### src/rtl/crf_defs.svh
// constants for the receive bit-timing filter block
`ifndef CRF_DEFS_SVH
`define CRF_DEFS_SVH
`define CRF_CORE_HZ 40000000
`define CRF_FS_HZ 32768
`define CRF_FS_DIV (`CRF_CORE_HZ / `CRF_FS_HZ)
`define CRF_FS_NS 30518
`define CRF_LOW_HOLD_US 3630
`define CRF_LOW_HOLD_FS ((`CRF_LOW_HOLD_US * 1000) / `CRF_FS_NS)
`define CRF_MIN_BASE 8'h43
`define CRF_MIN_ADD_MAX 3'h3
`define CRF_OFF_RCR1 12'h000
`define CRF_OFF_STAT 12'h004
`define CRF_OFF_MASK 12'h008
`define CRF_OFF_ADDR 12'h00c
`define CRF_ACKDIS_BIT 24
`define CRF_HNC_HI 21
`define CRF_HNC_LO 20
`define CRF_LNC_HI 18
`define CRF_LNC_LO 16
`define CRF_MIN_HI 14
`define CRF_MIN_LO 12
`define CRF_RCR1_MASK 32'h0137_7000
`define CRF_ST_MINERR 0
`define CRF_ST_ACK 1
`define CRF_ST_W 2
`endif

### src/rtl/crf_pkg.sv
// types shared by the receive bit-timing filter block
package crf_pkg;
	typedef enum logic [1:0] {CRF_IDLE, CRF_SETUP, CRF_ACCESS} crf_apb_t;
	typedef logic [7:0] crf_fscnt_t;
endpackage

### src/rtl/crf_top.sv
// receive front end: line filter, minimum bit-cycle check, acknowledge drive, apb registers
//
// Our own choices: the APB interface to the registers and the register offsets.
`timescale 1ns/1ps
`default_nettype none
`include "crf_defs.svh"
module crf_top
	import crf_pkg::*;
(
	input wire logic core_clk,
	input wire logic rst,
	input wire logic psel,
	input wire logic penable,
	input wire logic pwrite,
	input wire logic [11:0] paddr,
	input wire logic [31:0] pwdata,
	output logic [31:0] prdata,
	output logic pready,
	output logic pslverr,
	input wire logic line_in,
	output logic line_out,
	output logic line_oe,
	input wire logic [3:0] rx_dest_addr,
	input wire logic hdr_ack_slot,
	input wire logic data_ack_slot,
	output logic line_filt,
	output logic irq
);
	logic [31:0] rcr1_r;
	logic [`CRF_ST_W-1:0] stat_r;
	logic [`CRF_ST_W-1:0] mask_r;
	logic [3:0] laddr_r;
	logic [10:0] div_r;
	logic fs_tick_r;
	logic [1:0] run_r;
	logic filt_r;
	logic filt_d_r;
	crf_fscnt_t cyc_r;
	logic cyc_valid_r;
	crf_fscnt_t hold_r;
	logic ack_drive_r;
	logic ack_prev_r;
	logic min_err_r;
	logic [1:0] need_hi;
	logic [1:0] need_lo;
	logic filt_nxt;
	logic [1:0] run_nxt;
	crf_fscnt_t min_cyc;
	logic [2:0] min_code;
	logic wr_en;
	logic rd_en;
	logic addr_ok;
	logic [31:0] rd_nxt;
	logic fall;
	logic addr_match;
	logic ack_nxt;
	logic clr_minerr;
	logic clr_ack;
	logic ack_end;
	logic hold_busy;

	// writes land on the edge at which the master sees pready, not one cycle early
	assign wr_en = psel && penable && pwrite && pready;
	assign rd_en = psel && penable && !pwrite && !pready;
	assign fall = filt_d_r && !filt_r;
	assign addr_match = rx_dest_addr == laddr_r;
	assign min_code = rcr1_r[`CRF_MIN_HI:`CRF_MIN_LO];
	assign clr_minerr = wr_en && paddr == `CRF_OFF_STAT && pwdata[`CRF_ST_MINERR];
	assign clr_ack = wr_en && paddr == `CRF_OFF_STAT && pwdata[`CRF_ST_ACK];
	assign ack_end = ack_prev_r && !ack_drive_r;
	// let go of the wire on the tick that takes the hold counter to zero
	assign hold_busy = hold_r > 8'h01 || (hold_r == 8'h01 && !fs_tick_r);

	// reserved low-filter codes behave like the longest legal one
	always_comb
	begin
		need_hi = rcr1_r[`CRF_HNC_HI:`CRF_HNC_LO];
		if (rcr1_r[`CRF_LNC_HI])
			need_lo = 2'h3;
		else
			need_lo = rcr1_r[`CRF_LNC_HI-1:`CRF_LNC_LO];
	end

	always_comb
	begin
		if (min_code <= `CRF_MIN_ADD_MAX)
			min_cyc = `CRF_MIN_BASE + {5'h00, min_code};
		else
			// codes above the add range take away (code - 3) periods
			min_cyc = `CRF_MIN_BASE - {5'h00, min_code} + {5'h00, `CRF_MIN_ADD_MAX};
	end

	// run counts samples disagreeing with the filtered level; accept when it reaches the need
	always_comb
	begin
		filt_nxt = filt_r;
		run_nxt = 2'h0;
		if (line_in != filt_r)
		begin
			if (line_in && run_r >= need_hi)
				filt_nxt = 1'b1;
			else if (!line_in && run_r >= need_lo)
				filt_nxt = 1'b0;
			else
				run_nxt = run_r + 2'h1;
		end
	end

	// fs is cut from the core clock; the dropped fraction makes fs run a little fast
	always_ff @(posedge core_clk)
	begin
		if (rst || div_r == 11'(`CRF_FS_DIV - 1))
			div_r <= 11'h000;
		else
			div_r <= div_r + 11'h001;
		fs_tick_r <= !rst && div_r == 11'(`CRF_FS_DIV - 1);
	end

	// the filter also serves acks seen during our own transmission: no mode gate
	always_ff @(posedge core_clk)
	begin
		if (rst)
		begin
			filt_r <= 1'b1;
			filt_d_r <= 1'b1;
			run_r <= 2'h0;
		end
		else
		begin
			filt_d_r <= filt_r;
			if (fs_tick_r)
			begin
				filt_r <= filt_nxt;
				run_r <= run_nxt;
			end
		end
	end

	// counter saturates so a long idle never wraps into a false short cycle
	always_ff @(posedge core_clk)
	begin
		if (rst)
		begin
			cyc_r <= 8'h00;
			cyc_valid_r <= 1'b0;
			min_err_r <= 1'b0;
		end
		else
		begin
			// the first fall after reset has nothing to measure against and only opens the count
			min_err_r <= fall && cyc_valid_r && cyc_r < min_cyc && hold_r == 8'h00;
			if (fall)
			begin
				cyc_r <= 8'h00;
				cyc_valid_r <= 1'b1;
			end
			else if (fs_tick_r && cyc_r != 8'hff)
				cyc_r <= cyc_r + 8'h01;
		end
	end

	// our own low-hold produces falling edges; ignore them while holding
	always_ff @(posedge core_clk)
	begin
		if (rst)
			hold_r <= 8'h00;
		else if (min_err_r)
			// the low time is rounded down to whole fs periods
			hold_r <= 8'(`CRF_LOW_HOLD_FS);
		else if (fs_tick_r && hold_r != 8'h00)
			hold_r <= hold_r - 8'h01;
	end

	always_comb
	begin
		// header acks ignore the suppress bit; only data-block acks obey it
		ack_nxt = 1'b0;
		if (hdr_ack_slot && addr_match)
			ack_nxt = 1'b1;
		else if (data_ack_slot && addr_match && !rcr1_r[`CRF_ACKDIS_BIT])
			ack_nxt = 1'b1;
	end

	always_ff @(posedge core_clk)
	begin
		if (rst)
		begin
			ack_drive_r <= 1'b0;
			ack_prev_r <= 1'b0;
		end
		else
		begin
			ack_drive_r <= ack_nxt;
			ack_prev_r <= ack_drive_r;
		end
	end

	// open-drain pin: the data level is fixed low and line_oe alone pulls the wire
	always_ff @(posedge core_clk)
	begin
		if (rst)
		begin
			line_oe <= 1'b0;
			line_out <= 1'b0;
		end
		else
		begin
			line_oe <= ack_nxt || min_err_r || hold_busy;
			line_out <= 1'b0;
		end
	end

	always_ff @(posedge core_clk)
	begin
		if (rst)
			line_filt <= 1'b1;
		else
			line_filt <= filt_r;
	end

	always_ff @(posedge core_clk)
	begin
		if (rst)
			rcr1_r <= 32'h0000_0000;
		else if (wr_en && paddr == `CRF_OFF_RCR1)
			// reserved bits are dropped here so they always read back as zero
			rcr1_r <= pwdata & `CRF_RCR1_MASK;
	end

	always_ff @(posedge core_clk)
	begin
		if (rst)
			mask_r <= '0;
		else if (wr_en && paddr == `CRF_OFF_MASK)
			mask_r <= pwdata[`CRF_ST_W-1:0];
	end

	always_ff @(posedge core_clk)
	begin
		if (rst)
			laddr_r <= 4'h0;
		else if (wr_en && paddr == `CRF_OFF_ADDR)
			laddr_r <= pwdata[3:0];
	end

	// a new event in the clearing cycle wins over the write-one clear
	always_ff @(posedge core_clk)
	begin
		if (rst)
			stat_r <= '0;
		else
		begin
			stat_r[`CRF_ST_MINERR] <= min_err_r || (stat_r[`CRF_ST_MINERR] && !clr_minerr);
			stat_r[`CRF_ST_ACK] <= ack_end || (stat_r[`CRF_ST_ACK] && !clr_ack);
		end
	end

	always_ff @(posedge core_clk)
	begin
		if (rst)
			irq <= 1'b0;
		else
			irq <= |(stat_r & mask_r);
	end

	always_comb
	begin
		addr_ok = 1'b1;
		rd_nxt = 32'h0000_0000;
		unique case (paddr)
			`CRF_OFF_RCR1: rd_nxt = rcr1_r;
			`CRF_OFF_STAT: rd_nxt = {{(32-`CRF_ST_W){1'b0}}, stat_r};
			`CRF_OFF_MASK: rd_nxt = {{(32-`CRF_ST_W){1'b0}}, mask_r};
			// bit 8 lets software poll the filtered line
			`CRF_OFF_ADDR: rd_nxt = {23'h000000, filt_r, 4'h0, laddr_r};
			default: addr_ok = 1'b0;
		endcase
	end

	// one wait state: pready is a flop so every output stays registered
	// read data is fetched in the first access cycle so it stands while pready does
	always_ff @(posedge core_clk)
	begin
		if (rst)
		begin
			pready <= 1'b0;
			pslverr <= 1'b0;
			prdata <= 32'h0000_0000;
		end
		else
		begin
			pready <= psel && penable && !pready;
			pslverr <= psel && penable && !pready && !addr_ok;
			if (rd_en)
				prdata <= addr_ok ? rd_nxt : 32'h0000_0000;
		end
	end
endmodule
`default_nettype wire

### config.mk
export PLATFORM = sky130hd
export DESIGN_NAME = crf_top
export DESIGN_NICKNAME = d
export VERILOG_FILES = /design/src/rtl/crf_pkg.sv /design/src/rtl/crf_top.sv
export VERILOG_INCLUDE_DIRS = /design/src /design/src/rtl
export SDC_FILE = /design/constraint.sdc
export NUM_CORES = 1
export LEC_CHECK = 0
export BUFFER_PORTS_ARGS = -buffer_cell sky130_fd_sc_hd__clkbuf_2
export CAP_MARGIN = 0
export CORE_MARGIN = 8
export CORE_UTILIZATION = 40
export CTS_CLUSTER_DIAMETER = 60
export DETAILED_ROUTE_END_ITERATION = 8
export GPL_ROUTABILITY_DRIVEN = 0
export PLACE_DENSITY_LB_ADDON = 0.15
export SETUP_SLACK_MARGIN = 0.15
export SLEW_MARGIN = 10
export SYNTH_ARGS = -nofsm -noshare
export SYNTH_HDL_FRONTEND = slang
export SYNTH_SLANG_ARGS = --single-unit
### constraint.sdc
create_clock -name core_clk -period 2.5 [get_ports core_clk]
set_clock_uncertainty 0.2 [all_clocks]
set_input_delay 0.5 -clock core_clk [delete_from_list [all_inputs] [get_ports core_clk]]
set_output_delay 0.5 -clock core_clk [all_outputs]
set_load 0.005 [all_outputs]
==> metrics.yaml <==
logic_synthesis:
  synthCells: 380
  ys.flop_type: "dfxtp_1"
  seq_area_frac_synth: 0.4164
  ys_types: 45
  synth_mux_area_frac: 0.05902
  synth_compound_area_frac: 0.1048
  yosysWarningCount: 0
  async_reset_ff_frac: 0
  yosys.area_share.xor_xnor: 0.05389
  avgSynthCellArea_sq_um: 8.982
  yosys.area_share.simple: 0.2269
  synthAdderAreaFrac: 0.06598
  synth_top_family_by_area: "simple AND/OR/NAND/NOR gates"
  synth_seq_cells: 71
  syn_area_sq_mm: 0.003413
  synth_edf_count: 0
cells_and_area:
  n_antenna_cell: 0
  n_fill_cell: 794
  mostFrequentLayoutCells: "dfxtp_1, nor2_1, clkbuf_2, a21oi_1"
  layout_commonest_cell: "dfxtp_1"
  multi_input_area_sq_mm: 0.001834
  seq_area_sq_mm: 0.001429
  drive_gt1_frac: 0.2063
  syn_to_final_growth_pct: 16.75
  utilization: 0.4826
  nets: 515
critical_path:
  path_class: "flip-flop to flip-flop"
  crit_path_cell_trace: "ha_2, nor3_4, nor2_1, mux2_2, ha_1, a21oi_1, o21ai_1, a21oi_1, o2111a_1"
  cp.arrival_ns: 2.31
  cp_common_cell: "a21oi_1"
  crit_fanout: 5
  crit_buf_inv: 0
  worst_ep_required_time_ns: 2.59
  startpoint_type: "flip-flop"
  critPathTopFamily: "compound AO/OA/AOI/OAI gates"
  critPathCaptureType: "flip-flop"
  slowest_stage: "dfxtp_4"
  cpPeakStageDelay_ns: 0.36
clocking:
  cts_tree: "built"
  htree_levels: 3
  clock_path_buffers: 2
  clock_latency_ns: 0.34
  root_buffer: "clkbuf_8"
  numCtsBuffers: 9
  clock-sinks: 71
  clk_pin_slew_worst_paths_ns: 0.07
floorplan:
  io_pins: 94
  fp.dieW_um: 108.4
  die-area_sq_mm: 0.01175
  initial_core_util: 0.4133
  fp.dieH_um: 108.4
  core_area_sq_mm: 0.008258
  fp-row-count: 33
sta:
  relSlewSlack: 0.5905
  setup_viol: 0
  tightest_slew_ns: 0.6119
  finalCritPeriodShare: 0.8898
  rsz0062_at_grt: "false"
  drv_slew: 0
  tns_ns: 0
  period_needed_ns: 2.224
  hold_viol_final: 0
  fmaxAchievable_mhz: 449.6
drt:
  drcViolationCount: 0
  viasPerCell: 4.924
  wl_per_cell_um: 13.16
  drt_iter0_drc: 85
  drt-pass1-iter-count: 4
  antenna_left: 0
  wl_mm: 7.250
  via_count: 2713
status:
  status: "completed"
grt:
  grt-ovfl-total: 0
  grt_pass1_vias: 2662
  grt_max_degree: 49
  grt_antenna_before_repair: 0
  grt_pass1_wl_mm: 12.27
  grt_use_total: 0.1283
place:
  dp_hpwl_mm: 5.423
  io_buffers: 55
pwr:
  leakage_uw: 0.001758
  ir_drop_mv: 0.2523
  power.density_mw_per_mm2: 534.3
  power_uw: 2129
run:
  drv_cap: 0
hold_path:
  hold_path_class: "input port to flip-flop"
-- per-stage QoR --
stage / cells / cell area [sq um] / hold slack [ns] / setup slack, ns
floorplan: 398 / 3481 / 0.2284 / 0.2929
global placement: 533 / 3752 / 0.2344 / 0.1237
detailed placement: 533 / 3752 / 0.2492 / 0.1041
CTS: 549 / 3944 / 0.1842 / 0.1524
global route: 551 / 3985 / 0.1929 / 0.1486
finish: 551 / 3985 / 0.1935 / 0.2756
-- area by class of cell --
type / count / area share
multi-input combinational: 281 / 0.4603
inverter: 16 / 0.01507
clock buffer: 12 / 0.03642
tap: 105 / 0.03297
timing repair buffer: 62 / 0.08540
clock inverter: 4 / 0.01130
sequential: 71 / 0.3586
-- power breakdown --
part	leakage [uW]	internal [uW]	switching, uW
sequential	0.000574	1130	5.39
clock	0.000100	484	412
combinational	0.00108	38.6	54.5
total	0.00176	1660	472
-- per-layer routing --
layer	up-vias	global-route usage	part of all wire	wire length (um)
met5	-	0	0	0
met4	0	0.04106	0.011	80
met3	8	0.03867	0.051	368
met2	50	0.2101	0.46	3321
met1	1246	0.1575	0.48	3480
li1	1409	-	-	-
-- synthesized netlist by cell type, types with 3 or more instances --
| cell type | instances | share of area |
|---|---|---|
| a21oi_1 | 20 | 0.029 |
| a22o_1 | 8 | 0.021 |
| a311oi_1 | 3 | 0.0077 |
| and3_1 | 4 | 0.0073 |
| buf_4 | 19 | 0.042 |
| clkbuf_1 | 9 | 0.0099 |
| dfxtp_1 | 71 | 0.42 |
| ha_1 | 18 | 0.066 |
| inv_1 | 16 | 0.018 |
| mux2i_1 | 19 | 0.056 |
| nand2_1 | 17 | 0.019 |
| nand2b_1 | 7 | 0.013 |
| nand3_1 | 18 | 0.026 |
| nand4_1 | 6 | 0.011 |
| nor2_1 | 55 | 0.060 |
| nor2b_1 | 8 | 0.015 |
| nor3_1 | 11 | 0.016 |
| nor4_1 | 3 | 0.0055 |
| o21ai_0 | 8 | 0.012 |
| or2_2 | 4 | 0.0073 |
| or3_1 | 8 | 0.015 |
| xnor2_1 | 13 | 0.033 |
| xor2_1 | 8 | 0.021 |
-- worst paths after layout --
kind | from | cells past startpoint | slack [ns] | to
setup / recovery | rcr1_r[12]$_SDFFE_PP0P_ | 9 | 0.28 | min_err_r$_SDFF_PP0_
hold / removal | pwdata[16] | 3 | 0.19 | rcr1_r[16]$_SDFFE_PP0P_
setup reg to reg | rcr1_r[12]$_SDFFE_PP0P_ | 9 | 0.28 | min_err_r$_SDFF_PP0_
hold reg to reg | prdata[2]$_SDFFE_PP0P_ | 2 | 0.26 | prdata[2]$_SDFFE_PP0P_
-- registers in the layout, summed over array words and instances (netlist names) --
name / cells
irq: 1
pslverr: 1
run_r: 2
stat_r: 2
cyc_r: 8
hold_r: 8
rcr1_r: 9
cyc_valid_r: 1
filt_r: 1
mask_r: 2
prdata: 14
line_filt: 1
div_r: 11
min_err_r: 1
laddr_r: 4
line_oe: 1
fs_tick_r: 1
pready: 1
ack_drive_r: 1
ack_prev_r: 1
-- kinds of logic after synthesis --
group / Yosys count
xor+xnor: 21
other cells: 1
simple gates: 152
fa+ha+maj: 18
compound gates: 51
mux: 20
flops: 71
buf+inv: 46
-- worst register-to-register path, stage by stage (launching register included) --
cell      delay, ns
dfxtp_4        0.36
ha_2           0.20
nor3_4         0.19
nor2_1         0.06
mux2_2         0.28
ha_1           0.29
a21oi_1        0.12
o21ai_1        0.08
a21oi_1        0.18
o2111a_1       0.21
-- what timing repair did --
action / 4_1_cts / 5_1_grt
endpoints found under the hold margin: 0 / 0
hold buffers: 0 / 0
setup endpoints to repair: 1 / 1
pin swaps: 0 / 3
buffers inserted: 0 / 2
gates resized for setup: 1 / 10
Power figures use the tool's default switching activity.
